===== src/rtl/dfw_pkg.sv =====
// shared constants, tables and types of the drive fault and warning manager
// assumes a single 10 MHz clock and an axi4-lite master on the register side
package dfw_pkg;
  // ==========================================================================
  // timing
  localparam int unsigned CLK_HZ        = 10_000_000;
  localparam int unsigned FAULT_HOLD_S  = 20;                          // reset lock-out
  localparam int unsigned HOLD_CYCLES   = FAULT_HOLD_S * CLK_HZ;
  localparam int unsigned LAMP_STEP_MS  = 200;                         // one cadence step
  localparam int unsigned STEP_CYCLES   = LAMP_STEP_MS * (CLK_HZ / 1000);

  // ==========================================================================
  // register byte offsets
  localparam logic [7:0] OFS_LIVE_WARN    = 8'h00;
  localparam logic [7:0] OFS_LATCH_WARN   = 8'h04;
  localparam logic [7:0] OFS_LIVE_FAULT   = 8'h08;
  localparam logic [7:0] OFS_LATCH_FAULT  = 8'h0c;
  localparam logic [7:0] OFS_SUMMARY      = 8'h10;
  localparam logic [7:0] OFS_MASK_RESTORE = 8'h14;
  localparam logic [7:0] OFS_MASK_ENABLE  = 8'h18;
  localparam logic [7:0] OFS_MASK_SAFE    = 8'h1c;
  localparam logic [7:0] OFS_SAFE_CMD     = 8'h20;
  localparam logic [7:0] OFS_REACT_SEL    = 8'h24;
  localparam logic [7:0] OFS_CONTROL      = 8'h28;
  localparam logic [7:0] OFS_STATUS       = 8'h2c;

  // ==========================================================================
  // per-bit error classes
  localparam logic [31:0] FATAL_CLASS    = 32'h1080_4411;  // bits 0,4,10,14,23,28
  localparam logic [31:0] CAN_DISABLE    = 32'h0201_9188;  // faults that may be masked off
  localparam logic [31:0] CAN_SAFE_MOVE  = 32'h0000_0180;
  localparam logic [31:0] CAN_RESTORE    = 32'h0000_0008;
  localparam logic [31:0] HOLD_FAULTS    = 32'h0000_0410;  // short circuit, over-current
  localparam logic [31:0] CLASS_CURRENT  = 32'h0003_0410;
  localparam logic [31:0] CLASS_VOLTAGE  = 32'h0200_0009;
  localparam logic [31:0] CLASS_TEMP     = 32'h0800_0002;
  localparam logic [31:0] CLASS_COMM     = 32'h0000_0180;

  // summary byte bits and field positions
  localparam int SUM_GENERIC = 0;
  localparam int SUM_CURRENT = 1;
  localparam int SUM_VOLTAGE = 2;
  localparam int SUM_TEMP    = 3;
  localparam int SUM_COMM    = 4;
  localparam int SUM_MANUF   = 7;
  localparam int CW_RESET_BIT = 7;
  localparam logic [3:0] CW_ENABLE_OP = 4'hf;

  // ==========================================================================
  // lamp patterns and display order table (index = display order)
  localparam logic [2:0] PAT_OFF = 3'h0;
  localparam logic [2:0] PAT_ON  = 3'h1;
  localparam logic [2:0] PAT_BLK = 3'h2;
  localparam logic [2:0] PAT_FL1 = 3'h3;
  localparam logic [2:0] PAT_FL2 = 3'h4;
  localparam logic [2:0] PAT_FL3 = 3'h5;
  localparam int N_ORDER = 25;
  localparam logic [4:0] ORDER_BIT [N_ORDER] = '{5'd0, 5'd4, 5'd10, 5'd1, 5'd3, 5'd25, 5'd14,
    5'd23, 5'd13, 5'd6, 5'd24, 5'd8, 5'd7, 5'd12, 5'd20, 5'd16, 5'd17, 5'd5, 5'd21, 5'd26,
    5'd27, 5'd15, 5'd22, 5'd28, 5'd31};
  localparam logic [2:0] ORDER_A [N_ORDER] = '{PAT_ON, PAT_ON, PAT_ON, PAT_ON, PAT_ON, PAT_ON,
    PAT_BLK, PAT_BLK, PAT_BLK, PAT_BLK, PAT_BLK, PAT_FL1, PAT_FL1, PAT_FL1, PAT_FL1, PAT_FL1,
    PAT_FL1, PAT_FL2, PAT_FL2, PAT_FL2, PAT_BLK, PAT_FL2, PAT_BLK, PAT_FL3, PAT_FL3};
  localparam logic [2:0] ORDER_B [N_ORDER] = '{PAT_BLK, PAT_ON, PAT_ON, PAT_FL1, PAT_FL2,
    PAT_FL3, PAT_ON, PAT_BLK, PAT_FL1, PAT_FL2, PAT_FL3, PAT_ON, PAT_BLK, PAT_FL1, PAT_FL2,
    PAT_FL3, PAT_FL3, PAT_BLK, PAT_FL1, PAT_FL2, PAT_FL3, PAT_ON, PAT_ON, PAT_FL1, PAT_ON};

  localparam logic [1:0] COL_GREEN  = 2'h0;
  localparam logic [1:0] COL_ORANGE = 2'h1;
  localparam logic [1:0] COL_RED    = 2'h2;
  localparam logic [1:0] RESP_OKAY  = 2'h0;
  localparam logic [1:0] RESP_SLVERR = 2'h2;

  // ==========================================================================
  // types
  typedef enum logic [1:0] {DRV_SW_ON_DIS, DRV_OP_EN, DRV_FLT_REACT, DRV_FAULT} dfw_drive_t;
  typedef enum logic [1:0] {RX_NONE, RX_IMMEDIATE, RX_RAMP, RX_SAFE} dfw_react_t;

  typedef struct packed {
    logic       lamp_a;
    logic       lamp_b;
    logic [1:0] colour;
  } dfw_lamp_t;

  typedef struct packed {
    logic motor_disable;
    logic ramp_stop_req;
    logic safe_move_req;
  } dfw_motor_t;

  typedef struct packed {
    dfw_drive_t  drv;
    dfw_react_t  react;
    logic [31:0] live_warn;
    logic [31:0] latch_warn;
    logic [31:0] live_fault;
    logic [31:0] latch_fault;
    logic [7:0]  summary;
    logic [31:0] m_restore;
    logic [31:0] m_enable;
    logic [31:0] m_safe;
    logic        safe_cmd;
    logic [2:0]  react_sel;
    logic [15:0] ctrl;
    logic        cw_reset_prev;
    logic [31:0] hold_cnt;
    logic [31:0] presc;
    logic [3:0]  step;
    dfw_lamp_t   lamp;
    logic        aw_held;
    logic        w_held;
    logic [7:0]  awaddr;
    logic [31:0] wdata;
    logic [3:0]  wstrb;
    logic        bvalid;
    logic [1:0]  bresp;
    logic        rvalid;
    logic [31:0] rdata;
    logic [1:0]  rresp;
  } dfw_state_t;
endpackage


===== src/rtl/dfw_manager.sv =====
// fault and warning supervisor of a servo drive with an axi4-lite register port
// assumes error causes arrive as levels from logic on aclk, and that the motion
// logic reports the end of a ramp stop or a safe-position move with a pulse
//
// Design decisions made here: the register addresses and the AXI4-Lite slave port.
`timescale 1ns/1ps
`default_nettype none
module dfw_manager
  import dfw_pkg::*;
#(
  parameter int unsigned HOLD_CYC = HOLD_CYCLES,
  parameter int unsigned STEP_CYC = STEP_CYCLES
) (
  input  wire logic        aclk,
  input  wire logic        aresetn,
  input  wire logic [7:0]  s_axi_awaddr,
  input  wire logic        s_axi_awvalid,
  output logic             s_axi_awready,
  input  wire logic [31:0] s_axi_wdata,
  input  wire logic [3:0]  s_axi_wstrb,
  input  wire logic        s_axi_wvalid,
  output logic             s_axi_wready,
  output logic [1:0]       s_axi_bresp,
  output logic             s_axi_bvalid,
  input  wire logic        s_axi_bready,
  input  wire logic [7:0]  s_axi_araddr,
  input  wire logic        s_axi_arvalid,
  output logic             s_axi_arready,
  output logic [31:0]      s_axi_rdata,
  output logic [1:0]       s_axi_rresp,
  output logic             s_axi_rvalid,
  input  wire logic        s_axi_rready,
  input  wire logic [31:0] warning_cause,
  input  wire logic [31:0] fault_cause,
  input  wire logic        ramp_done,
  input  wire logic        safe_move_done,
  output dfw_motor_t       motor,
  output dfw_lamp_t        lamps,
  output dfw_drive_t       drive_state,
  output logic [2:0]       fault_reaction_select,
  output logic [7:0]       summary_error_byte
);

  // ==========================================================================
  // helpers
  function automatic logic [31:0] merge(input logic [31:0] old, input logic [31:0] d,
                                        input logic [3:0] strb);
    logic [31:0] r;
    r = old;
    for (int i = 0; i < 4; i++) begin
      if (strb[i]) begin
        r[i*8 +: 8] = d[i*8 +: 8];
      end
    end
    return r;
  endfunction

  // flash n: lit on even steps below 2n, dark for the rest of the 16-step frame
  function automatic logic pat_level(input logic [2:0] p, input logic [3:0] s);
    logic lv;
    lv = 1'b0;
    case (p)
      PAT_ON:  lv = 1'b1;
      PAT_BLK: lv = s[0];
      PAT_FL1: lv = !s[0] && (s[3:1] < 3'd1);
      PAT_FL2: lv = !s[0] && (s[3:1] < 3'd2);
      PAT_FL3: lv = !s[0] && (s[3:1] < 3'd3);
      default: lv = 1'b0;
    endcase
    return lv;
  endfunction

  // higher priority reaction has the lower code
  function automatic dfw_react_t stronger(input dfw_react_t a, input dfw_react_t b);
    if (a == RX_NONE) begin
      return b;
    end
    if (b == RX_NONE) begin
      return a;
    end
    return (a < b) ? a : b;
  endfunction

  dfw_state_t s_r;
  dfw_state_t s_nxt;

  // ==========================================================================
  // next-state logic
  always_comb begin
    logic [31:0] warn_now;
    logic [31:0] fault_now;
    logic [31:0] new_fault;
    logic [31:0] all_err;
    logic [31:0] show;
    logic [31:0] rd;
    logic        wr_go;
    logic        rd_ok;
    logic        wr_ok;
    logic        clr_warn;
    logic        cw_edge;
    logic        do_reset;
    logic        clr_latched;
    logic        step_tick;
    logic        safe_ok;
    int          pick;
    dfw_react_t  want;
    warn_now    = '0;
    fault_now   = '0;
    new_fault   = '0;
    all_err     = '0;
    show        = '0;
    rd          = '0;
    wr_go       = 1'b0;
    rd_ok       = 1'b0;
    wr_ok       = 1'b0;
    clr_warn    = 1'b0;
    cw_edge     = 1'b0;
    do_reset    = 1'b0;
    clr_latched = 1'b0;
    step_tick   = 1'b0;
    safe_ok     = 1'b0;
    pick        = -1;
    want        = RX_NONE;
    s_nxt       = s_r;

    // ---- axi write: address and data taken in either order
    if (s_axi_awvalid && s_axi_awready) begin
      s_nxt.aw_held = 1'b1;
      s_nxt.awaddr  = s_axi_awaddr;
    end
    if (s_axi_wvalid && s_axi_wready) begin
      s_nxt.w_held = 1'b1;
      s_nxt.wdata  = s_axi_wdata;
      s_nxt.wstrb  = s_axi_wstrb;
    end
    if (s_axi_bvalid && s_axi_bready) begin
      s_nxt.bvalid = 1'b0;
    end
    wr_go = s_r.aw_held && s_r.w_held && !s_r.bvalid;
    if (wr_go) begin
      wr_ok = 1'b1;
      unique case (s_r.awaddr[7:2])
        OFS_LATCH_WARN[7:2]:   clr_warn = 1'b1;
        OFS_MASK_RESTORE[7:2]: s_nxt.m_restore = merge(s_r.m_restore, s_r.wdata, s_r.wstrb);
        OFS_MASK_ENABLE[7:2]:  s_nxt.m_enable = merge(s_r.m_enable, s_r.wdata, s_r.wstrb);
        OFS_MASK_SAFE[7:2]:    s_nxt.m_safe = merge(s_r.m_safe, s_r.wdata, s_r.wstrb);
        OFS_SAFE_CMD[7:2]:     s_nxt.safe_cmd = s_r.wstrb[0] ? s_r.wdata[0] : s_r.safe_cmd;
        OFS_REACT_SEL[7:2]:    s_nxt.react_sel = s_r.wstrb[0] ? s_r.wdata[2:0] : s_r.react_sel;
        OFS_CONTROL[7:2]:      s_nxt.ctrl = 16'(merge({16'h0000, s_r.ctrl}, s_r.wdata,
                                                      s_r.wstrb));
        OFS_LIVE_WARN[7:2], OFS_LIVE_FAULT[7:2], OFS_LATCH_FAULT[7:2],
        OFS_SUMMARY[7:2], OFS_STATUS[7:2]: wr_ok = 1'b1;                    // read-only, ignored
        default:               wr_ok = 1'b0;
      endcase
      s_nxt.aw_held = 1'b0;
      s_nxt.w_held  = 1'b0;
      s_nxt.bvalid  = 1'b1;
      s_nxt.bresp   = wr_ok ? RESP_OKAY : RESP_SLVERR;
    end

    // ---- axi read: one cycle after the address is taken
    if (s_axi_rvalid && s_axi_rready) begin
      s_nxt.rvalid = 1'b0;
    end
    if (s_axi_arvalid && s_axi_arready) begin
      rd_ok = 1'b1;
      unique case (s_axi_araddr[7:2])
        OFS_LIVE_WARN[7:2]:    rd = s_r.live_warn;
        OFS_LATCH_WARN[7:2]:   rd = s_r.latch_warn;
        OFS_LIVE_FAULT[7:2]:   rd = s_r.live_fault;
        OFS_LATCH_FAULT[7:2]:  rd = s_r.latch_fault;
        OFS_SUMMARY[7:2]:      rd = {24'h00_0000, s_r.summary};
        OFS_MASK_RESTORE[7:2]: rd = s_r.m_restore;
        OFS_MASK_ENABLE[7:2]:  rd = s_r.m_enable;
        OFS_MASK_SAFE[7:2]:    rd = s_r.m_safe;
        OFS_SAFE_CMD[7:2]:     rd = {31'h0000_0000, s_r.safe_cmd};
        OFS_REACT_SEL[7:2]:    rd = {29'h0000_0000, s_r.react_sel};
        OFS_CONTROL[7:2]:      rd = {16'h0000, s_r.ctrl};
        OFS_STATUS[7:2]:       rd = {22'h00_0000, s_r.hold_cnt != 32'h0, s_r.lamp, 1'b0,
                                     s_r.react, s_r.drv};
        default:               rd_ok = 1'b0;
      endcase
      s_nxt.rvalid = 1'b1;
      s_nxt.rdata  = rd;
      s_nxt.rresp  = rd_ok ? RESP_OKAY : RESP_SLVERR;
    end

    // ---- live and latched flags; a set in the clearing cycle wins
    warn_now  = warning_cause;
    fault_now = fault_cause & (s_r.m_enable | ~CAN_DISABLE);
    new_fault = fault_now & ~s_r.live_fault;
    s_nxt.live_warn  = warn_now;
    s_nxt.live_fault = fault_now;
    s_nxt.latch_warn = (clr_warn ? 32'h0 : s_r.latch_warn) | warn_now;

    // ---- summary byte follows the live causes only
    all_err = warn_now | fault_now;
    s_nxt.summary = '0;
    s_nxt.summary[SUM_GENERIC] = all_err != 32'h0;
    s_nxt.summary[SUM_CURRENT] = (all_err & CLASS_CURRENT) != 32'h0;
    s_nxt.summary[SUM_VOLTAGE] = (all_err & CLASS_VOLTAGE) != 32'h0;
    s_nxt.summary[SUM_TEMP]    = (all_err & CLASS_TEMP) != 32'h0;
    s_nxt.summary[SUM_COMM]    = (all_err & CLASS_COMM) != 32'h0;
    s_nxt.summary[SUM_MANUF]   = (all_err & ~(CLASS_CURRENT | CLASS_VOLTAGE | CLASS_TEMP
                                 | CLASS_COMM)) != 32'h0;

    // ---- lock-out counter restarted by each short-circuit or over-current event
    if ((new_fault & HOLD_FAULTS) != 32'h0) begin
      s_nxt.hold_cnt = 32'(HOLD_CYC);
    end else if (s_r.hold_cnt != 32'h0) begin
      s_nxt.hold_cnt = s_r.hold_cnt - 32'h1;
    end

    // ---- reaction wanted by the newly raised faults: immediate first, then safe move, then react_sel
    safe_ok = (s_r.drv == DRV_OP_EN) && s_r.safe_cmd
              && ((new_fault & ~(s_r.m_safe & CAN_SAFE_MOVE)) == 32'h0);
    if ((new_fault & FATAL_CLASS) != 32'h0 || s_r.drv == DRV_SW_ON_DIS) begin
      want = RX_IMMEDIATE;
    end else if (safe_ok) begin
      want = RX_SAFE;
    end else if (s_r.react_sel == 3'h0) begin
      want = RX_IMMEDIATE;                                                  // option 0: no ramp
    end else begin
      want = RX_RAMP;
    end

    // ---- fault reset request: rising edge of control bit 7
    s_nxt.cw_reset_prev = s_r.ctrl[CW_RESET_BIT];
    cw_edge  = s_r.ctrl[CW_RESET_BIT] && !s_r.cw_reset_prev;
    do_reset = (s_r.drv == DRV_FAULT) && (s_r.hold_cnt == 32'h0)
               && (cw_edge || (s_r.latch_fault != 32'h0 && s_r.live_fault == 32'h0
               && (s_r.latch_fault & ~(s_r.m_restore & CAN_RESTORE)) == 32'h0));
    clr_latched = do_reset && (s_r.latch_fault != 32'h0);
    s_nxt.latch_fault = (clr_latched ? 32'h0 : s_r.latch_fault) | fault_now;
    if (clr_latched) begin
      s_nxt.latch_warn = warn_now;
    end

    // ---- drive state machine; warnings never move it
    unique case (s_r.drv)
      DRV_SW_ON_DIS: begin
        if (new_fault != 32'h0) begin
          s_nxt.drv   = DRV_FLT_REACT;
          s_nxt.react = want;
        end else if (s_r.ctrl[3:0] == CW_ENABLE_OP && fault_now == 32'h0) begin
          s_nxt.drv = DRV_OP_EN;
        end
      end
      DRV_OP_EN: begin
        if (new_fault != 32'h0) begin
          s_nxt.drv   = DRV_FLT_REACT;
          s_nxt.react = want;
        end else if (s_r.ctrl[3:0] != CW_ENABLE_OP) begin
          s_nxt.drv = DRV_SW_ON_DIS;
        end
      end
      DRV_FLT_REACT: begin
        if (new_fault != 32'h0) begin
          s_nxt.react = stronger(s_r.react, want);
        end
        if (s_nxt.react == RX_IMMEDIATE
            || (s_r.react == RX_RAMP && ramp_done && s_nxt.react == RX_RAMP)
            || (s_r.react == RX_SAFE && safe_move_done && s_nxt.react == RX_SAFE)) begin
          s_nxt.drv   = DRV_FAULT;
          s_nxt.react = RX_NONE;
        end
      end
      DRV_FAULT: begin
        if (do_reset && fault_now == 32'h0) begin
          s_nxt.drv = DRV_SW_ON_DIS;
        end
      end
    endcase

    // ---- cadence prescaler, free running
    step_tick = s_r.presc >= 32'(STEP_CYC - 1);
    s_nxt.presc = step_tick ? 32'h0 : s_r.presc + 32'h1;
    if (step_tick) begin
      s_nxt.step = s_r.step + 4'h1;
    end

    // ---- lamps: faults hide warnings; lowest order wins
    show = s_r.live_fault | s_r.latch_fault;
    if (show == 32'h0) begin
      show = s_r.live_warn;
    end
    for (int i = N_ORDER - 1; i >= 0; i--) begin
      if (show[ORDER_BIT[i]]) begin
        pick = i;
      end
    end
    if (pick < 0) begin
      s_nxt.lamp.lamp_a = 1'b1;
      s_nxt.lamp.lamp_b = 1'b1;
    end else begin
      s_nxt.lamp.lamp_a = pat_level(ORDER_A[pick], s_r.step);
      s_nxt.lamp.lamp_b = pat_level(ORDER_B[pick], s_r.step);
    end
    if ((s_r.live_fault | s_r.latch_fault) != 32'h0) begin
      s_nxt.lamp.colour = COL_RED;
    end else if (s_r.live_warn != 32'h0) begin
      s_nxt.lamp.colour = COL_ORANGE;
    end else begin
      s_nxt.lamp.colour = COL_GREEN;
    end
  end

  // ==========================================================================
  // state register
  always_ff @(posedge aclk) begin
    if (!aresetn) begin
      s_r             <= '0;
      s_r.drv         <= DRV_SW_ON_DIS;
      s_r.react       <= RX_NONE;
      s_r.react_sel   <= 3'h2;
      s_r.lamp.lamp_a <= 1'b1;
      s_r.lamp.lamp_b <= 1'b1;
    end else begin
      s_r <= s_nxt;
    end
  end

  // ==========================================================================
  // outputs
  assign s_axi_awready = !s_r.aw_held && !s_r.bvalid;
  assign s_axi_wready  = !s_r.w_held && !s_r.bvalid;
  assign s_axi_bvalid  = s_r.bvalid;
  assign s_axi_bresp   = s_r.bresp;
  assign s_axi_arready = !s_r.rvalid;
  assign s_axi_rvalid  = s_r.rvalid;
  assign s_axi_rdata   = s_r.rdata;
  assign s_axi_rresp   = s_r.rresp;

  // motor stays off outside operation enable, except while a ramp stop or a safe-position move runs
  assign motor.motor_disable = (s_r.drv != DRV_OP_EN) && !(s_r.drv == DRV_FLT_REACT
                               && s_r.react != RX_IMMEDIATE);
  assign motor.ramp_stop_req = (s_r.drv == DRV_FLT_REACT) && (s_r.react == RX_RAMP);
  assign motor.safe_move_req = (s_r.drv == DRV_FLT_REACT) && (s_r.react == RX_SAFE);
  assign lamps                 = s_r.lamp;
  assign drive_state           = s_r.drv;
  assign fault_reaction_select = s_r.react_sel;
  assign summary_error_byte    = s_r.summary;

endmodule
`default_nettype wire


===== config.mk =====
export PLATFORM = sky130hd
export DESIGN_NAME = dfw_manager
export DESIGN_NICKNAME = d
export VERILOG_FILES = /design/src/rtl/dfw_pkg.sv /design/src/rtl/dfw_manager.sv
export SDC_FILE = /design/constraint.sdc
export NUM_CORES = 1
export LEC_CHECK = 0
export BUFFER_PORTS_ARGS = -buffer_cell sky130_fd_sc_hd__buf_4
export CAP_MARGIN = 20
export CORE_ASPECT_RATIO = 1.2
export CORE_UTILIZATION = 50
export CTS_CLUSTER_DIAMETER = 200
export DETAILED_ROUTE_END_ITERATION = 16
export PLACE_DENSITY = 0.69
export REMOVE_ABC_BUFFERS = 1
export SYNTH_ARGS = -nofsm -noshare
export SYNTH_HDL_FRONTEND = slang
export SYNTH_SLANG_ARGS = --single-unit

===== constraint.sdc =====
create_clock -name aclk -period 4.55 [get_ports aclk]
set_input_delay 0.6825 -clock aclk [delete_from_list [all_inputs] [get_ports aclk]]
set_output_delay 0.6825 -clock aclk [all_outputs]
set_load 0.01 [all_outputs]

==> impl_results.html, run 1 <==
<table>
<tr><th>Metric</th><th>Value</th></tr>
<tr><th colspan="2">STA</th></tr>
<tr><td>Number of hold violations in the final report</td><td>0</td></tr>
<tr><td>Setup repair after global routing missed its margin</td><td>no</td></tr>
<tr><td>Maximum clock frequency</td><td>232 MHz</td></tr>
<tr><td>Share of the clock period used by the worst path after layout</td><td>94.8%</td></tr>
<tr><td>Clock skew</td><td>24.3 ps</td></tr>
<tr><td>Max-slew violation count</td><td>0</td></tr>
<tr><td>Time the worst path needs with I/O delays and setup</td><td>4310 ps</td></tr>
<tr><td>Transition time at the pin with the least slew margin</td><td>1130 ps</td></tr>
<tr><td>Max transition margin</td><td>25.0%</td></tr>
<tr><td>Total of endpoints with negative setup slack in the final report</td><td>0</td></tr>
<tr><th colspan="2">Synth</th></tr>
<tr><td>Cells after Synth</td><td>1978</td></tr>
<tr><td>Syn Std Cell Area</td><td>17700 µm²</td></tr>
<tr><td>Portion of netlist area occupied by mux cells</td><td>9.76%</td></tr>
<tr><td>Most frequent cells after synthesis</td><td>407 x sky130_fd_sc_hd__dfxtp_1, 270 x sky130_fd_sc_hd__nor2_1, 165 x sky130_fd_sc_hd__mux2i_1</td></tr>
<tr><td>Post-synthesis share of cell area spent on xor and xnor gates</td><td>2.07%</td></tr>
<tr><td>Share of flip-flops with an asynchronous set or reset</td><td>0%</td></tr>
<tr><td>Share of synthesized area occupied by flip-flops and latches</td><td>46.0%</td></tr>
<tr><td>Number of distinct library cells after synthesis</td><td>82</td></tr>
<tr><td>Top cells by area, synth</td><td>sky130_fd_sc_hd__dfxtp_1 46%, sky130_fd_sc_hd__mux2i_1 9.3%, sky130_fd_sc_hd__nor2_1 5.7%</td></tr>
<tr><td>Cell type contributing the most total cell area after synthesis</td><td>sky130_fd_sc_hd__dfxtp_1</td></tr>
<tr><td>Number of synthesized register bits</td><td>407</td></tr>
<tr><td>Most used DFF post-synth</td><td>sky130_fd_sc_hd__dfxtp_1</td></tr>
<tr><td>Post-synth EDFFs</td><td>0</td></tr>
<tr><td>Average cell area after synthesis</td><td>8.96 µm²</td></tr>
<tr><td>Compound-cell area share of the yosys netlist</td><td>16.8%</td></tr>
<tr><td>Basic-gate share of the synthesized area counting and, or, nand and nor cells</td><td>19.7%</td></tr>
<tr><td>Combinational family with the most area after synthesis</td><td>simple AND/OR/NAND/NOR gates</td></tr>
<tr><td>Area share of the leading cell type in the synthesized netlist</td><td>46.0%</td></tr>
<tr><td>Warning count from the yosys run</td><td>0</td></tr>
<tr><td>Most common cell in the synthesized netlist</td><td>sky130_fd_sc_hd__dfxtp_1</td></tr>
<tr><td>Adder-cell area share of the yosys netlist</td><td>0.494%</td></tr>
<tr><th colspan="2">Drt</th></tr>
<tr><td>Via count normalized by instance count</td><td>6.06</td></tr>
<tr><td>Mean routed wirelength per cell</td><td>22.5 µm</td></tr>
<tr><td>Initial DRT Pass Iterations</td><td>6</td></tr>
<tr><td>Violation count after the first detailed-routing iteration</td><td>1528</td></tr>
<tr><td>Number of vias after detailed routing</td><td>15800</td></tr>
<tr><td>DRC violations left</td><td>0</td></tr>
<tr><td>Final antenna-violating net count</td><td>0</td></tr>
<tr><td>Final WL</td><td>58600 µm</td></tr>
<tr><th colspan="2">Die</th></tr>
<tr><td>I/O pin count</td><td>186</td></tr>
<tr><td>Area of the core</td><td>34900 µm²</td></tr>
<tr><td>Die Y</td><td>208 µm</td></tr>
<tr><td>Std-Cell Rows</td><td>75</td></tr>
<tr><td>Effective utilization at floorplan</td><td>50.8%</td></tr>
<tr><td>Total die area</td><td>36200 µm²</td></tr>
<tr><td>X dimension of the die</td><td>174 µm</td></tr>
<tr><th colspan="2">Worst setup path</th></tr>
<tr><td>Critical Path Source Type</td><td>flip-flop</td></tr>
<tr><td>Worst Path Class, Setup</td><td>reg -&gt; reg</td></tr>
<tr><td>Nature of the critical path endpoint</td><td>flip-flop</td></tr>
<tr><td>Worst-path fanout max</td><td>7</td></tr>
<tr><td>Required arrival time at the worst endpoint</td><td>4970 ps</td></tr>
<tr><td>Signal arrival time at the worst endpoint</td><td>4730 ps</td></tr>
<tr><th colspan="2">CTS</th></tr>
<tr><td>CTS clk-pin slew, worst paths</td><td>60 ps</td></tr>
<tr><td>Post-CTS Setup Inserts</td><td>0</td></tr>
<tr><td>TritonCTS clock tree</td><td>done</td></tr>
<tr><td>Clk sinks</td><td>407</td></tr>
<tr><td>CTS root buffer</td><td>sky130_fd_sc_hd__clkbuf_16</td></tr>
<tr><td>CTS Hold Bufs</td><td>0</td></tr>
<tr><td>Count of instances resized after the clock tree is built</td><td>0</td></tr>
<tr><td>Clock buffer count from CTS</td><td>41</td></tr>
<tr><td>CTS max path bufs</td><td>3</td></tr>
<tr><td>Total number of H-tree levels</td><td>2</td></tr>
<tr><td>Worst-skew pair later-pin latency</td><td>560 ps</td></tr>
<tr><th colspan="2">Global routing</th></tr>
<tr><td>Global routing met3 resource utilization</td><td>5.28%</td></tr>
<tr><td>Overall overflow remaining after global route</td><td>0</td></tr>
<tr><td>Largest net degree at the start of global routing</td><td>83</td></tr>
<tr><td>Routing usage on met1</td><td>40.4%</td></tr>
<tr><td>Number of global-route vias before repair</td><td>15100</td></tr>
<tr><td>Met2 track utilization from global routing</td><td>53.4%</td></tr>
<tr><td>Global-route wire length before repair</td><td>88700 µm</td></tr>
<tr><td>Global-route total usage across every layer</td><td>31.9%</td></tr>
<tr><td>Initial antenna violation count</td><td>1</td></tr>
<tr><td>Busiest metal layer after global routing</td><td>met2</td></tr>
<tr><th colspan="2">Final layout</th></tr>
<tr><td>Fraction of layout cells with a size suffix above 1</td><td>15.3%</td></tr>
<tr><td>Non-filler cells in the finished layout</td><td>2599</td></tr>
<tr><td>Ant diodes</td><td>0</td></tr>
<tr><td>Fillcell total</td><td>3127</td></tr>
<tr><td>Finished layout cell area</td><td>20700 µm²</td></tr>
<tr><td>Final nets</td><td>2238</td></tr>
<tr><td>Multi-input gate area</td><td>8750 µm²</td></tr>
<tr><td>Layout overhead on the synthesized area</td><td>16.6%</td></tr>
<tr><td>Area of all sequential standard cells</td><td>8150 µm²</td></tr>
<tr><th colspan="2">Outcome</th></tr>
<tr><td>Result of the run</td><td>finished clean</td></tr>
<tr><th colspan="2">Place</th></tr>
<tr><td>Gp weighted congestion</td><td>1.00</td></tr>
<tr><td>Placed cell count</td><td>2525</td></tr>
<tr><td>Number of buffers added on ports</td><td>177</td></tr>
<tr><td>HPWL reported at the end of detailed placement</td><td>42100 µm</td></tr>
<tr><td>Placed instance area</td><td>19300 µm²</td></tr>
<tr><th colspan="2">Pwr</th></tr>
<tr><td>LEAKAGE</td><td>9.07 nW</td></tr>
<tr><td>Worst IR Drop VDD</td><td>308 µV</td></tr>
<tr><td>Power density over the cells</td><td>398 nW/µm²</td></tr>
<tr><th colspan="2">Job</th></tr>
<tr><td>Number of max-cap violations</td><td>0</td></tr>
<tr><th colspan="2">Hold path</th></tr>
<tr><td>Path category of the worst min-delay check</td><td>in -&gt; reg</td></tr>
</table>
state kept, by name, summed over array words and instances (netlist names):
| register | flops |
|---|---|
| drive_state | 2 |
| s_axi_bvalid | 1 |
| lamps | 4 |
| fault_reaction_select | 3 |
| s_axi_rresp | 1 |
| s_axi_rvalid | 1 |
| s_axi_rdata | 32 |
| s_r | 355 |
| s_axi_bresp | 1 |
| s_nxt | 1 |
| summary_error_byte | 6 |
cell usage in the layout, fill, tap and decap left out, types with 20 or more instances in the layout:
master	synthesis	layout
sky130_fd_sc_hd__o21ai_0	58	58
sky130_fd_sc_hd__inv_1	32	32
sky130_fd_sc_hd__nor4_1	55	53
sky130_fd_sc_hd__or3_1	22	22
sky130_fd_sc_hd__xnor2_1	26	26
sky130_fd_sc_hd__clkbuf_16	0	42
sky130_fd_sc_hd__a31oi_1	33	33
sky130_fd_sc_hd__nand2_1	159	159
sky130_fd_sc_hd__a21oi_1	99	98
sky130_fd_sc_hd__a21o_1	68	68
sky130_fd_sc_hd__dfxtp_1	407	407
sky130_fd_sc_hd__a22oi_1	34	34
sky130_fd_sc_hd__o22ai_1	24	24
sky130_fd_sc_hd__nor2_1	270	270
sky130_fd_sc_hd__nor3_1	41	40
sky130_fd_sc_hd__nand3_1	35	35
sky130_fd_sc_hd__and2_1	54	53
sky130_fd_sc_hd__mux2i_1	165	165
sky130_fd_sc_hd__a221oi_1	20	20
sky130_fd_sc_hd__buf_4	53	223
power by group:
group | switching, mW | internal (mW)
Clock | 1.42 | 2.03
Sequential | 0.184 | 3.73
Combinational | 0.488 | 0.364
Total | 2.09 | 6.12
final timing paths:
| path | startpoint | end | slack [ps] | depth (start not counted) |
|---|---|---|---|---|
| worst max-delay path | s_r[336] | lamps[2] | 240 | 13 |
| worst min register to register | s_r[365] | s_r[365] | 450 | 1 |
| worst min-delay path | s_axi_rready | s_axi_rvalid | 320 | 2 |
| worst max register to register | s_r[336] | lamps[2] | 240 | 13 |
per-stage QoR:
| stage | hold slack (ps) | worst slack, ps | util [%] | power, mW | setup TNS [ps] |
|---|---|---|---|---|---|
| 2_1_floorplan | 425 | -2490 | - | 4.40 | -134510 |
| 4_1_cts | 301 | 385 | 59.2 | 8.25 | 0 |
| 3_5_place_dp | 440 | 393 | 55.2 | 4.83 | 0 |
| 6_report | 317 | 236 | 59.2 | 8.22 | 0 |
| 5_1_grt | 315 | 159 | 59.2 | 8.50 | 0 |
| 3_3_place_gp | 434 | 426 | 55.2 | 4.81 | 0 |
cell type report:
cell class                 instances  share of cell area (%)
multi-input combinational       1400                    42.3
sequential                       407                    39.4
timing repair buffer             223                    8.10
clock buffer                      65                    6.13
tap                              462                    2.80
inverter                          33                   0.624
clock inverter                     9                   0.599
logic make-up after synthesis:
family | Yosys count
compound gates | 435
xor+xnor | 42
fa+ha+maj | 7
buf+inv | 185
flops | 407
mux | 172
other cells | 1
simple gates | 729
critical path, stage by stage (launching register included):
cell and delay, ps:
sky130_fd_sc_hd__dfxtp_1 400, sky130_fd_sc_hd__nor4_1 550, sky130_fd_sc_hd__nand2_1 200, sky130_fd_sc_hd__or4_4 580, sky130_fd_sc_hd__o41ai_1 270, sky130_fd_sc_hd__a2111oi_0 150, sky130_fd_sc_hd__or3_1 420, sky130_fd_sc_hd__a221o_2 380
sky130_fd_sc_hd__ha_1 320, sky130_fd_sc_hd__nand3_1 80, sky130_fd_sc_hd__a221o_1 350, sky130_fd_sc_hd__o211ai_2 190, sky130_fd_sc_hd__o41a_1 200, sky130_fd_sc_hd__o211ai_2 90
per-layer routing:
layer  vias to the layer above  routed length, µm
li1                       7310                  -
met5                         -                  0
met1                      7561              23800
met3                       157               4470
met2                       722              27600
met4                         0               2660
Note: power is estimated with default switching activity, not from simulation.
==> inputs of run 2 (changes only) <==
CELL_PAD_IN_SITES_DETAIL_PLACEMENT = 0   (was not set)
CELL_PAD_IN_SITES_GLOBAL_PLACEMENT = 1   (was not set)
CORE_UTILIZATION = 45   (was 50)
PLACE_DENSITY = not set   (was 0.69)
PLACE_DENSITY_LB_ADDON = 0.1   (was not set)
RECOVER_POWER = 50   (was not set)
==> run 2 against run 1 <==
Effect of this change:
- the flow now finishes with violations (max-capacitance violations, max-slew violations)
- critical path depth unchanged
- die area up 11%
- via count down 0.97%
- sequential share of layout area up 0.15 points
- clock power up 6%
- routed wire length up 4.9%
- critical path type unchanged
- critical endpoint unchanged
- largest cell class unchanged
==> impl_results.html, run 2 (same netlist as run 1, synthesis figures left out) <==
<table>
<tr><th>Metric</th><th>Value</th></tr>
<tr><th colspan="2">Final layout</th></tr>
<tr><td>Fraction of layout cells with a size suffix above 1</td><td>12.8% (-2.6 points)</td></tr>
<tr><td>Most used cells in the layout excluding fill and tap cells</td><td>407 x sky130_fd_sc_hd__dfxtp_1, 270 x sky130_fd_sc_hd__nor2_1, 165 x sky130_fd_sc_hd__mux2i_1</td></tr>
<tr><td>Final nets</td><td>2238 (unchanged)</td></tr>
<tr><td>Largest register FFs</td><td>355 (unchanged)</td></tr>
<tr><td>Non-filler cells in the finished layout</td><td>2664 (+2.5%)</td></tr>
<tr><td>Most common cell after layout, fill and taps aside</td><td>sky130_fd_sc_hd__dfxtp_1</td></tr>
<tr><td>Top register by number of flip-flops</td><td>s_r</td></tr>
<tr><td>Layout overhead on the synthesized area</td><td>16.1%</td></tr>
<tr><td>Ant diodes</td><td>0 (unchanged)</td></tr>
<tr><th colspan="2">Pwr</th></tr>
<tr><td>Total power draw</td><td>8.38 mW (+1.9%)</td></tr>
<tr><td>LEAKAGE</td><td>8.84 nW (-2.5%)</td></tr>
<tr><td>Power density over the cells</td><td>407 nW/µm² (+2.3%)</td></tr>
<tr><td>Worst IR Drop VDD</td><td>276 µV (-10%)</td></tr>
<tr><th colspan="2">Die</th></tr>
<tr><td>Total die area</td><td>40200 µm² (+11%)</td></tr>
<tr><td>Effective utilization at floorplan</td><td>45.6% (-5.1 points)</td></tr>
<tr><td>Std-Cell Rows</td><td>79 (+5.3%)</td></tr>
<tr><td>I/O pin count</td><td>186 (unchanged)</td></tr>
<tr><td>Area of the core</td><td>38800 µm² (+11%)</td></tr>
<tr><td>Die Y</td><td>219 µm (+5.4%)</td></tr>
<tr><td>X dimension of the die</td><td>183 µm (+5.3%)</td></tr>
<tr><th colspan="2">STA</th></tr>
<tr><td>Clock skew</td><td>14.2 ps (-10.0 ps)</td></tr>
<tr><td>Setup repair after global routing missed its margin</td><td>no</td></tr>
<tr><td>Worst hold slack</td><td>299 ps (-18.8 ps)</td></tr>
<tr><td>Max transition margin</td><td>-101% (-130 points)</td></tr>
<tr><td>Max-slew violation count</td><td>222 (+222)</td></tr>
<tr><td>Setup TNS</td><td>0 ps (unchanged)</td></tr>
<tr><td>Transition time at the pin with the least slew margin</td><td>3020 ps (+1890 ps)</td></tr>
<tr><td>Time the worst path needs with I/O delays and setup</td><td>4220 ps (-97.4 ps)</td></tr>
<tr><td>Share of the clock period used by the worst path after layout</td><td>92.7% (-2.1 points)</td></tr>
<tr><td>Number of hold violations in the final report</td><td>0 (unchanged)</td></tr>
<tr><td>Maximum clock frequency</td><td>237 MHz (+2.3%)</td></tr>
<tr><td>Total of endpoints with negative setup slack in the final report</td><td>0 (unchanged)</td></tr>
<tr><th colspan="2">Worst setup path</th></tr>
<tr><td>Worst Path Class, Setup</td><td>reg -&gt; reg</td></tr>
<tr><td>Endpoint of the worst register-to-register path</td><td>lamps[2]</td></tr>
<tr><td>Kind of cell with the highest combined delay on the critical path</td><td>simple AND/OR/NAND/NOR gates</td></tr>
<tr><td>Critical Path Source Type</td><td>flip-flop</td></tr>
<tr><td>Worst R2R Start</td><td>s_r[344]</td></tr>
<tr><td>Required arrival time at the worst endpoint</td><td>4980 ps (about the same)</td></tr>
<tr><td>Worst-path fanout max</td><td>5 (-2)</td></tr>
<tr><td>Slowest stage cell on the critical path</td><td>sky130_fd_sc_hd__or4_4</td></tr>
<tr><td>Total buffers and inverters traversed by the critical path</td><td>0 (unchanged)</td></tr>
<tr><td>Worst reg-to-reg setup slack</td><td>330 ps (+100 ps)</td></tr>
<tr><td>Nature of the critical path endpoint</td><td>flip-flop</td></tr>
<tr><td>Ordered list of cells on the worst path</td><td>nor4_2 -&gt; nand3_1 -&gt; or4_4 -&gt; nor2_4 -&gt; a221oi_1 -&gt; or3_1 -&gt; a221o_2 -&gt; ha_1 -&gt; nand3_1 -&gt; a221o_1 -&gt; o211ai_2 -&gt; o41a_1 -&gt; o211ai_2</td></tr>
<tr><td>Signal arrival time at the worst endpoint</td><td>4640 ps (-90 ps)</td></tr>
<tr><td>R2R depth</td><td>13 (unchanged)</td></tr>
<tr><td>Critical path's largest stage delay</td><td>640 ps (+60 ps)</td></tr>
<tr><th colspan="2">Drt</th></tr>
<tr><td>DRC violations left</td><td>0 (unchanged)</td></tr>
<tr><td>Initial DRT Pass Iterations</td><td>8 (+2)</td></tr>
<tr><td>Mean routed wirelength per cell</td><td>23.1 µm (+2.3%)</td></tr>
<tr><td>Via count normalized by instance count</td><td>5.86 (-3.4%)</td></tr>
<tr><td>Number of vias after detailed routing</td><td>15600 (-0.97%)</td></tr>
<tr><td>Final antenna-violating net count</td><td>0 (unchanged)</td></tr>
<tr><td>Violation count after the first detailed-routing iteration</td><td>1269 (-17%)</td></tr>
<tr><td>Final WL</td><td>61500 µm (+4.9%)</td></tr>
<tr><th colspan="2">Global routing</th></tr>
<tr><td>Initial antenna violation count</td><td>0 (-1)</td></tr>
<tr><td>Global-route wire length before repair</td><td>92600 µm (+4.3%)</td></tr>
<tr><td>Largest net degree at the start of global routing</td><td>133 (+60%)</td></tr>
<tr><td>Number of global-route vias before repair</td><td>15200 (+0.43%)</td></tr>
<tr><td>Global-route total usage across every layer</td><td>30.5% (-1.4 points)</td></tr>
<tr><td>Overall overflow remaining after global route</td><td>0 (unchanged)</td></tr>
<tr><th colspan="2">Hold path</th></tr>
<tr><td>Path category of the worst min-delay check</td><td>in -&gt; reg</td></tr>
<tr><td>Worst min-delay path startpoint</td><td>s_axi_rready</td></tr>
<tr><td>Endpoint, Worst Hold</td><td>s_axi_rvalid</td></tr>
<tr><td>Number of cells on the worst hold path</td><td>2 (unchanged)</td></tr>
<tr><th colspan="2">CTS</th></tr>
<tr><td>Post-CTS Setup Inserts</td><td>0 (unchanged)</td></tr>
<tr><td>Worst-skew pair later-pin latency</td><td>560 ps (about the same)</td></tr>
<tr><td>TritonCTS clock tree</td><td>done</td></tr>
<tr><td>Clock buffer count from CTS</td><td>43 (+4.9%)</td></tr>
<tr><td>CTS clk-pin slew, worst paths</td><td>70 ps (about the same)</td></tr>
<tr><td>Total number of H-tree levels</td><td>2 (unchanged)</td></tr>
<tr><td>CTS root buffer</td><td>sky130_fd_sc_hd__clkbuf_16</td></tr>
<tr><td>Clk sinks</td><td>407 (unchanged)</td></tr>
<tr><td>CTS max path bufs</td><td>3 (unchanged)</td></tr>
<tr><th colspan="2">Outcome</th></tr>
<tr><td>Failing checks</td><td>max-capacitance violations, max-slew violations</td></tr>
<tr><td>Result of the run</td><td>finished with violations</td></tr>
<tr><th colspan="2">Place</th></tr>
<tr><td>Placed cell count</td><td>2587 (+2.5%)</td></tr>
<tr><td>Gp weighted congestion</td><td>0.976 (-2.9%)</td></tr>
<tr><td>HPWL reported at the end of detailed placement</td><td>43900 µm (+4.4%)</td></tr>
<tr><td>Number of buffers added on ports</td><td>177 (unchanged)</td></tr>
<tr><th colspan="2">Job</th></tr>
<tr><td>Number of max-cap violations</td><td>4 (+4)</td></tr>
</table>
## run 2: through the flow
stage | instance area [µm²] | setup slack [ps] | util [%]
2_1_floorplan | 17000 | -2490 | -
3_3_place_gp | 19400 | 335 | 49.9
3_5_place_dp | 19400 | 280 | 49.9
4_1_cts | 20800 | 257 | 53.6
5_1_grt | 20600 | 79.0 | 53.0
6_report | 20600 | 333 | 53.0
## run 2: final cells by class
cell class	count	area, µm²
multi-input cells	1400	8740
repair buffers	221	1460
flip-flops and latches	407	8150
inverters	33	129
clock buffers	59	1240
well taps	526	658
clock inverters	18	211
fillers	3743	18300
## run 2: repair_timing
item	in CTS	in global routing
endpoints found under the hold margin	0	0
endpoints found under the setup margin	0	1
hold buffers	0	0
resized for setup	0	1
## run 2: power breakdown
| part | internal [mW] | leakage, nW | switching [mW] |
|---|---|---|---|
| logic | 0.337 | 4.77 | 0.487 |
| registers | 3.73 | 3.34 | 0.188 |
| clock network | 2.14 | 0.721 | 1.50 |
## run 2: worst register-to-register path, cell delays in order, from the launching register on
cell,delay [ps]
sky130_fd_sc_hd__dfxtp_1,410
sky130_fd_sc_hd__nor4_2,330
sky130_fd_sc_hd__nand3_1,250
sky130_fd_sc_hd__or4_4,640
sky130_fd_sc_hd__nor2_4,220
sky130_fd_sc_hd__a221oi_1,130
sky130_fd_sc_hd__or3_1,470
sky130_fd_sc_hd__a221o_2,380
sky130_fd_sc_hd__ha_1,340
sky130_fd_sc_hd__nand3_1,80
sky130_fd_sc_hd__a221o_1,350
sky130_fd_sc_hd__o211ai_2,200
sky130_fd_sc_hd__o41a_1,200
sky130_fd_sc_hd__o211ai_2,90
## run 2: worst max path at each step
stage	endpoint	startpoint	cells past startpoint
global placement	lamps[2]	s_r[317]	13
CTS	lamps[2]	s_r[317]	13
finish	lamps[2]	s_r[344]	13
detailed placement	lamps[2]	s_r[317]	13
global route	lamps[2]	s_r[317]	13
floorplan	s_r[345]	aresetn	4
## run 2: routing by layer
metal  part of all wire, %  track usage [%]  wire, µm  up-vias
met5                     0                0         0        -
met4                   3.8             11.6      2370        0
met3                   5.6             4.03      3460      137
met2                    47             51.6     29000      562
met1                    43             39.4     26600     7591
li1                      -                -         -     7308
==> inputs of run 3 (changes only) <==
REMOVE_ABC_BUFFERS = not set   (was 1)
==> run 3 against run 2 <==
Effect of this change:
- the run still ends with max-capacitance violations, max-slew violations left
- first-iteration DRC count grew 13%
- register-to-register slack lost 40 ps
- worst hold slack gained 10 ps
- non-clock buffer count grew 11
- global-route usage grew 0.69 points
- sequential cell count is the same
- clock power grew 3%
- sequential power is essentially flat
- setup slack lost 45 ps
- clock skew grew 5.6 ps
- fmax shrank 1.1%
- critical endpoint unchanged
==> impl_results.html, run 3 (same netlist as run 1, synthesis figures left out) <==
<table>
<tr><th>Metric</th><th>Value</th></tr>
<tr><th colspan="2">Worst setup path</th></tr>
<tr><td>Nature of the critical path endpoint</td><td>flip-flop</td></tr>
<tr><td>Critical path's largest stage delay</td><td>620 ps (-20 ps)</td></tr>
<tr><td>Worst Path Class, Setup</td><td>reg -&gt; reg</td></tr>
<tr><td>Required arrival time at the worst endpoint</td><td>5030 ps (+50 ps)</td></tr>
<tr><td>Most repeated library cell on the critical path</td><td>sky130_fd_sc_hd__o211ai_2</td></tr>
<tr><td>Signal arrival time at the worst endpoint</td><td>4740 ps (+100 ps)</td></tr>
<tr><td>Slowest stage cell on the critical path</td><td>sky130_fd_sc_hd__or4_4</td></tr>
<tr><td>Worst-path fanout max</td><td>6 (+1)</td></tr>
<tr><td>Ordered list of cells on the worst path</td><td>nor4_2 -&gt; nand3_1 -&gt; or4_4 -&gt; o41ai_1 -&gt; a2111oi_0 -&gt; or3_1 -&gt; a221o_2 -&gt; ha_1 -&gt; o31ai_1 -&gt; o211ai_2 -&gt; o41a_1 -&gt; o211ai_2</td></tr>
<tr><td>Critical Path Source Type</td><td>flip-flop</td></tr>
<tr><th colspan="2">CTS</th></tr>
<tr><td>Clock buffer count from CTS</td><td>42 (-2.3%)</td></tr>
<tr><td>CTS clk-pin slew, worst paths</td><td>60 ps (about the same)</td></tr>
<tr><td>TritonCTS clock tree</td><td>done</td></tr>
<tr><td>CTS Hold Bufs</td><td>0 (unchanged)</td></tr>
<tr><td>Post-CTS Setup Inserts</td><td>0 (unchanged)</td></tr>
<tr><td>CTS root buffer</td><td>sky130_fd_sc_hd__clkbuf_16</td></tr>
<tr><td>Clk sinks</td><td>407 (unchanged)</td></tr>
<tr><td>Worst-skew pair later-pin latency</td><td>560 ps (about the same)</td></tr>
<tr><td>Count of instances resized after the clock tree is built</td><td>0 (unchanged)</td></tr>
<tr><td>CTS max path bufs</td><td>3 (unchanged)</td></tr>
<tr><td>Total number of H-tree levels</td><td>2 (unchanged)</td></tr>
<tr><th colspan="2">Drt</th></tr>
<tr><td>Final antenna-violating net count</td><td>0 (unchanged)</td></tr>
<tr><td>Via count normalized by instance count</td><td>5.80 (-0.99%)</td></tr>
<tr><td>Number of vias after detailed routing</td><td>15500 (-0.58%)</td></tr>
<tr><td>Mean routed wirelength per cell</td><td>23.6 µm (+2.2%)</td></tr>
<tr><td>DRC violations left</td><td>0 (unchanged)</td></tr>
<tr><td>Violation count after the first detailed-routing iteration</td><td>1433 (+13%)</td></tr>
<tr><td>Final WL</td><td>63100 µm (+2.6%)</td></tr>
<tr><td>Initial DRT Pass Iterations</td><td>6 (-2)</td></tr>
<tr><th colspan="2">Global routing</th></tr>
<tr><td>Overall overflow remaining after global route</td><td>0 (unchanged)</td></tr>
<tr><td>Global-route total usage across every layer</td><td>31.2% (+0.69 points)</td></tr>
<tr><td>Largest net degree at the start of global routing</td><td>115 (-14%)</td></tr>
<tr><td>Number of global-route vias before repair</td><td>14900 (-2.1%)</td></tr>
<tr><td>Global-route wire length before repair</td><td>93100 µm (+0.58%)</td></tr>
<tr><td>Initial antenna violation count</td><td>0 (unchanged)</td></tr>
<tr><th colspan="2">Pwr</th></tr>
<tr><td>Worst IR Drop VDD</td><td>307 µV (+11%)</td></tr>
<tr><td>Net switching share of the total power</td><td>25.4% (-0.56 points)</td></tr>
<tr><td>Power density over the cells</td><td>411 nW/µm² (+0.97%)</td></tr>
<tr><td>Proportion of power drawn by flip-flops and latches</td><td>46.0% (-0.7 points)</td></tr>
<tr><td>Clock power share</td><td>44.0% (+0.6 points)</td></tr>
<tr><td>Power Internal</td><td>6.35 mW (+2.4%)</td></tr>
<tr><td>Net switching power figure</td><td>2.16 mW (-0.55%)</td></tr>
<tr><td>LEAKAGE</td><td>8.91 nW (+0.84%)</td></tr>
<tr><td>Portion of total power attributed to combinational logic</td><td>9.9% (about the same)</td></tr>
<tr><th colspan="2">Final layout</th></tr>
<tr><td>Post-route core utilization</td><td>53.3% (+0.35 points)</td></tr>
<tr><td>Most common cell after layout, fill and taps aside</td><td>sky130_fd_sc_hd__dfxtp_1</td></tr>
<tr><td>Ant diodes</td><td>0 (unchanged)</td></tr>
<tr><td>Multi-input gate area</td><td>8740 µm² (about the same)</td></tr>
<tr><td>Top register by number of flip-flops</td><td>s_r</td></tr>
<tr><td>Area of all sequential standard cells</td><td>8150 µm² (unchanged)</td></tr>
<tr><td>Final nets</td><td>2248 (+0.45%)</td></tr>
<tr><td>Largest register FFs</td><td>355 (unchanged)</td></tr>
<tr><td>Most used cells in the layout excluding fill and tap cells</td><td>407 x sky130_fd_sc_hd__dfxtp_1, 270 x sky130_fd_sc_hd__nor2_1, 173 x sky130_fd_sc_hd__buf_4</td></tr>
<tr><td>Layout overhead on the synthesized area</td><td>16.9%</td></tr>
<tr><td>Fraction of layout cells with a size suffix above 1</td><td>13.1% (+0.31 points)</td></tr>
<tr><td>Fillcell total</td><td>3748 (+0.13%)</td></tr>
<tr><th colspan="2">STA</th></tr>
<tr><td>Number of hold violations in the final report</td><td>0 (unchanged)</td></tr>
<tr><td>Max-slew violation count</td><td>172 (-23%)</td></tr>
<tr><td>Clock skew</td><td>19.8 ps (+5.60 ps)</td></tr>
<tr><td>Time the worst path needs with I/O delays and setup</td><td>4260 ps (+45.0 ps)</td></tr>
<tr><td>Transition time at the pin with the least slew margin</td><td>3650 ps (+633 ps)</td></tr>
<tr><td>Max transition margin</td><td>-143% (-42 points)</td></tr>
<tr><td>Share of the clock period used by the worst path after layout</td><td>93.7% (+0.99 points)</td></tr>
<tr><td>Setup TNS</td><td>0 ps (unchanged)</td></tr>
<tr><td>Maximum clock frequency</td><td>235 MHz (-1.1%)</td></tr>
<tr><td>Setup repair after global routing missed its margin</td><td>no</td></tr>
<tr><td>Total of endpoints with negative setup slack in the final report</td><td>0 (unchanged)</td></tr>
<tr><th colspan="2">Die</th></tr>
<tr><td>Std-Cell Rows</td><td>79 (unchanged)</td></tr>
<tr><td>Effective utilization at floorplan</td><td>45.6% (unchanged)</td></tr>
<tr><td>Area of the core</td><td>38800 µm² (unchanged)</td></tr>
<tr><td>I/O pin count</td><td>186 (unchanged)</td></tr>
<tr><td>Die Y</td><td>219 µm (unchanged)</td></tr>
<tr><td>Total die area</td><td>40200 µm² (unchanged)</td></tr>
<tr><td>X dimension of the die</td><td>183 µm (unchanged)</td></tr>
<tr><th colspan="2">Outcome</th></tr>
<tr><td>Result of the run</td><td>finished with violations</td></tr>
<tr><td>Failing checks</td><td>max-capacitance violations, max-slew violations</td></tr>
<tr><th colspan="2">Place</th></tr>
<tr><td>Number of buffers added on ports</td><td>177 (unchanged)</td></tr>
<tr><td>HPWL reported at the end of detailed placement</td><td>47100 µm (+7.1%)</td></tr>
<tr><td>Gp weighted congestion</td><td>0.983 (+0.75%)</td></tr>
<tr><th colspan="2">Job</th></tr>
<tr><td>Number of max-cap violations</td><td>2 (-2)</td></tr>
<tr><th colspan="2">Hold path</th></tr>
<tr><td>Path category of the worst min-delay check</td><td>in -&gt; reg</td></tr>
</table>
-- run 3: layer usage --
metal  vias to the layer above  share of wire (%)  GRT usage, %
met5                         -                  0             0
met4                         0                4.5          14.6
met3                       119                5.7          4.65
met2                       553                 47          51.2
met1                      7499                 43          40.2
li1                       7337                  -             -
-- run 3: cell type report --
type                            count  share of cell area, %
Multi-Input combinational cell   1400                   42.2
Sequential cell                   407                   39.3
Timing Repair Buffer              232                   7.41
Clock buffer                       60                   5.89
Tap cell                          526                   3.18
Clock inverter                     17                   1.41
Inverter                           33                  0.598
-- run 3: power groups by stage --
stage	sequential, mW	clock, mW	combinational [mW]
global placement	3.99	0	0.856
detailed placement	3.99	0	0.859
finish	3.92	3.75	0.845
global route	3.93	3.95	0.921
floorplan	3.91	0	0.560
CTS	3.91	3.81	0.864
-- run 3: worst max-delay path, delay by kind of cell (launching register included) --
| family | cells | cell delay, ps |
|---|---|---|
| fa+ha+maj | 1 | 260 |
| compound gates | 7 | 1880 |
| simple gates | 4 | 1700 |
| flops | 1 | 360 |
-- run 3: through the flow --
| step | cell area (µm²) | hold WS, ps | power (mW) | setup slack (ps) | cells |
|---|---|---|---|---|---|
| 3_5_place_dp | 19400 | 439 | 4.85 | 273 | 2598 |
| 5_1_grt | 20700 | 304 | 8.80 | 83.9 | 2675 |
| 3_3_place_gp | 19400 | 432 | 4.84 | 323 | 2598 |
| 6_report | 20700 | 309 | 8.51 | 288 | 2675 |
| 2_1_floorplan | 17800 | 425 | 4.47 | 884 | 1992 |
| 4_1_cts | 20900 | 295 | 8.58 | 316 | 2675 |
-- run 3: final timing paths --
path / depth (start not counted) / slack [ps] / start / end
worst max-delay path: 12 / 290 / s_r[317] / lamps[2]
worst min-delay path: 2 / 310 / s_axi_rready / s_axi_rvalid
worst max register to register: 12 / 290 / s_r[317] / lamps[2]
worst min register to register: 1 / 450 / s_r[360] / s_r[360]
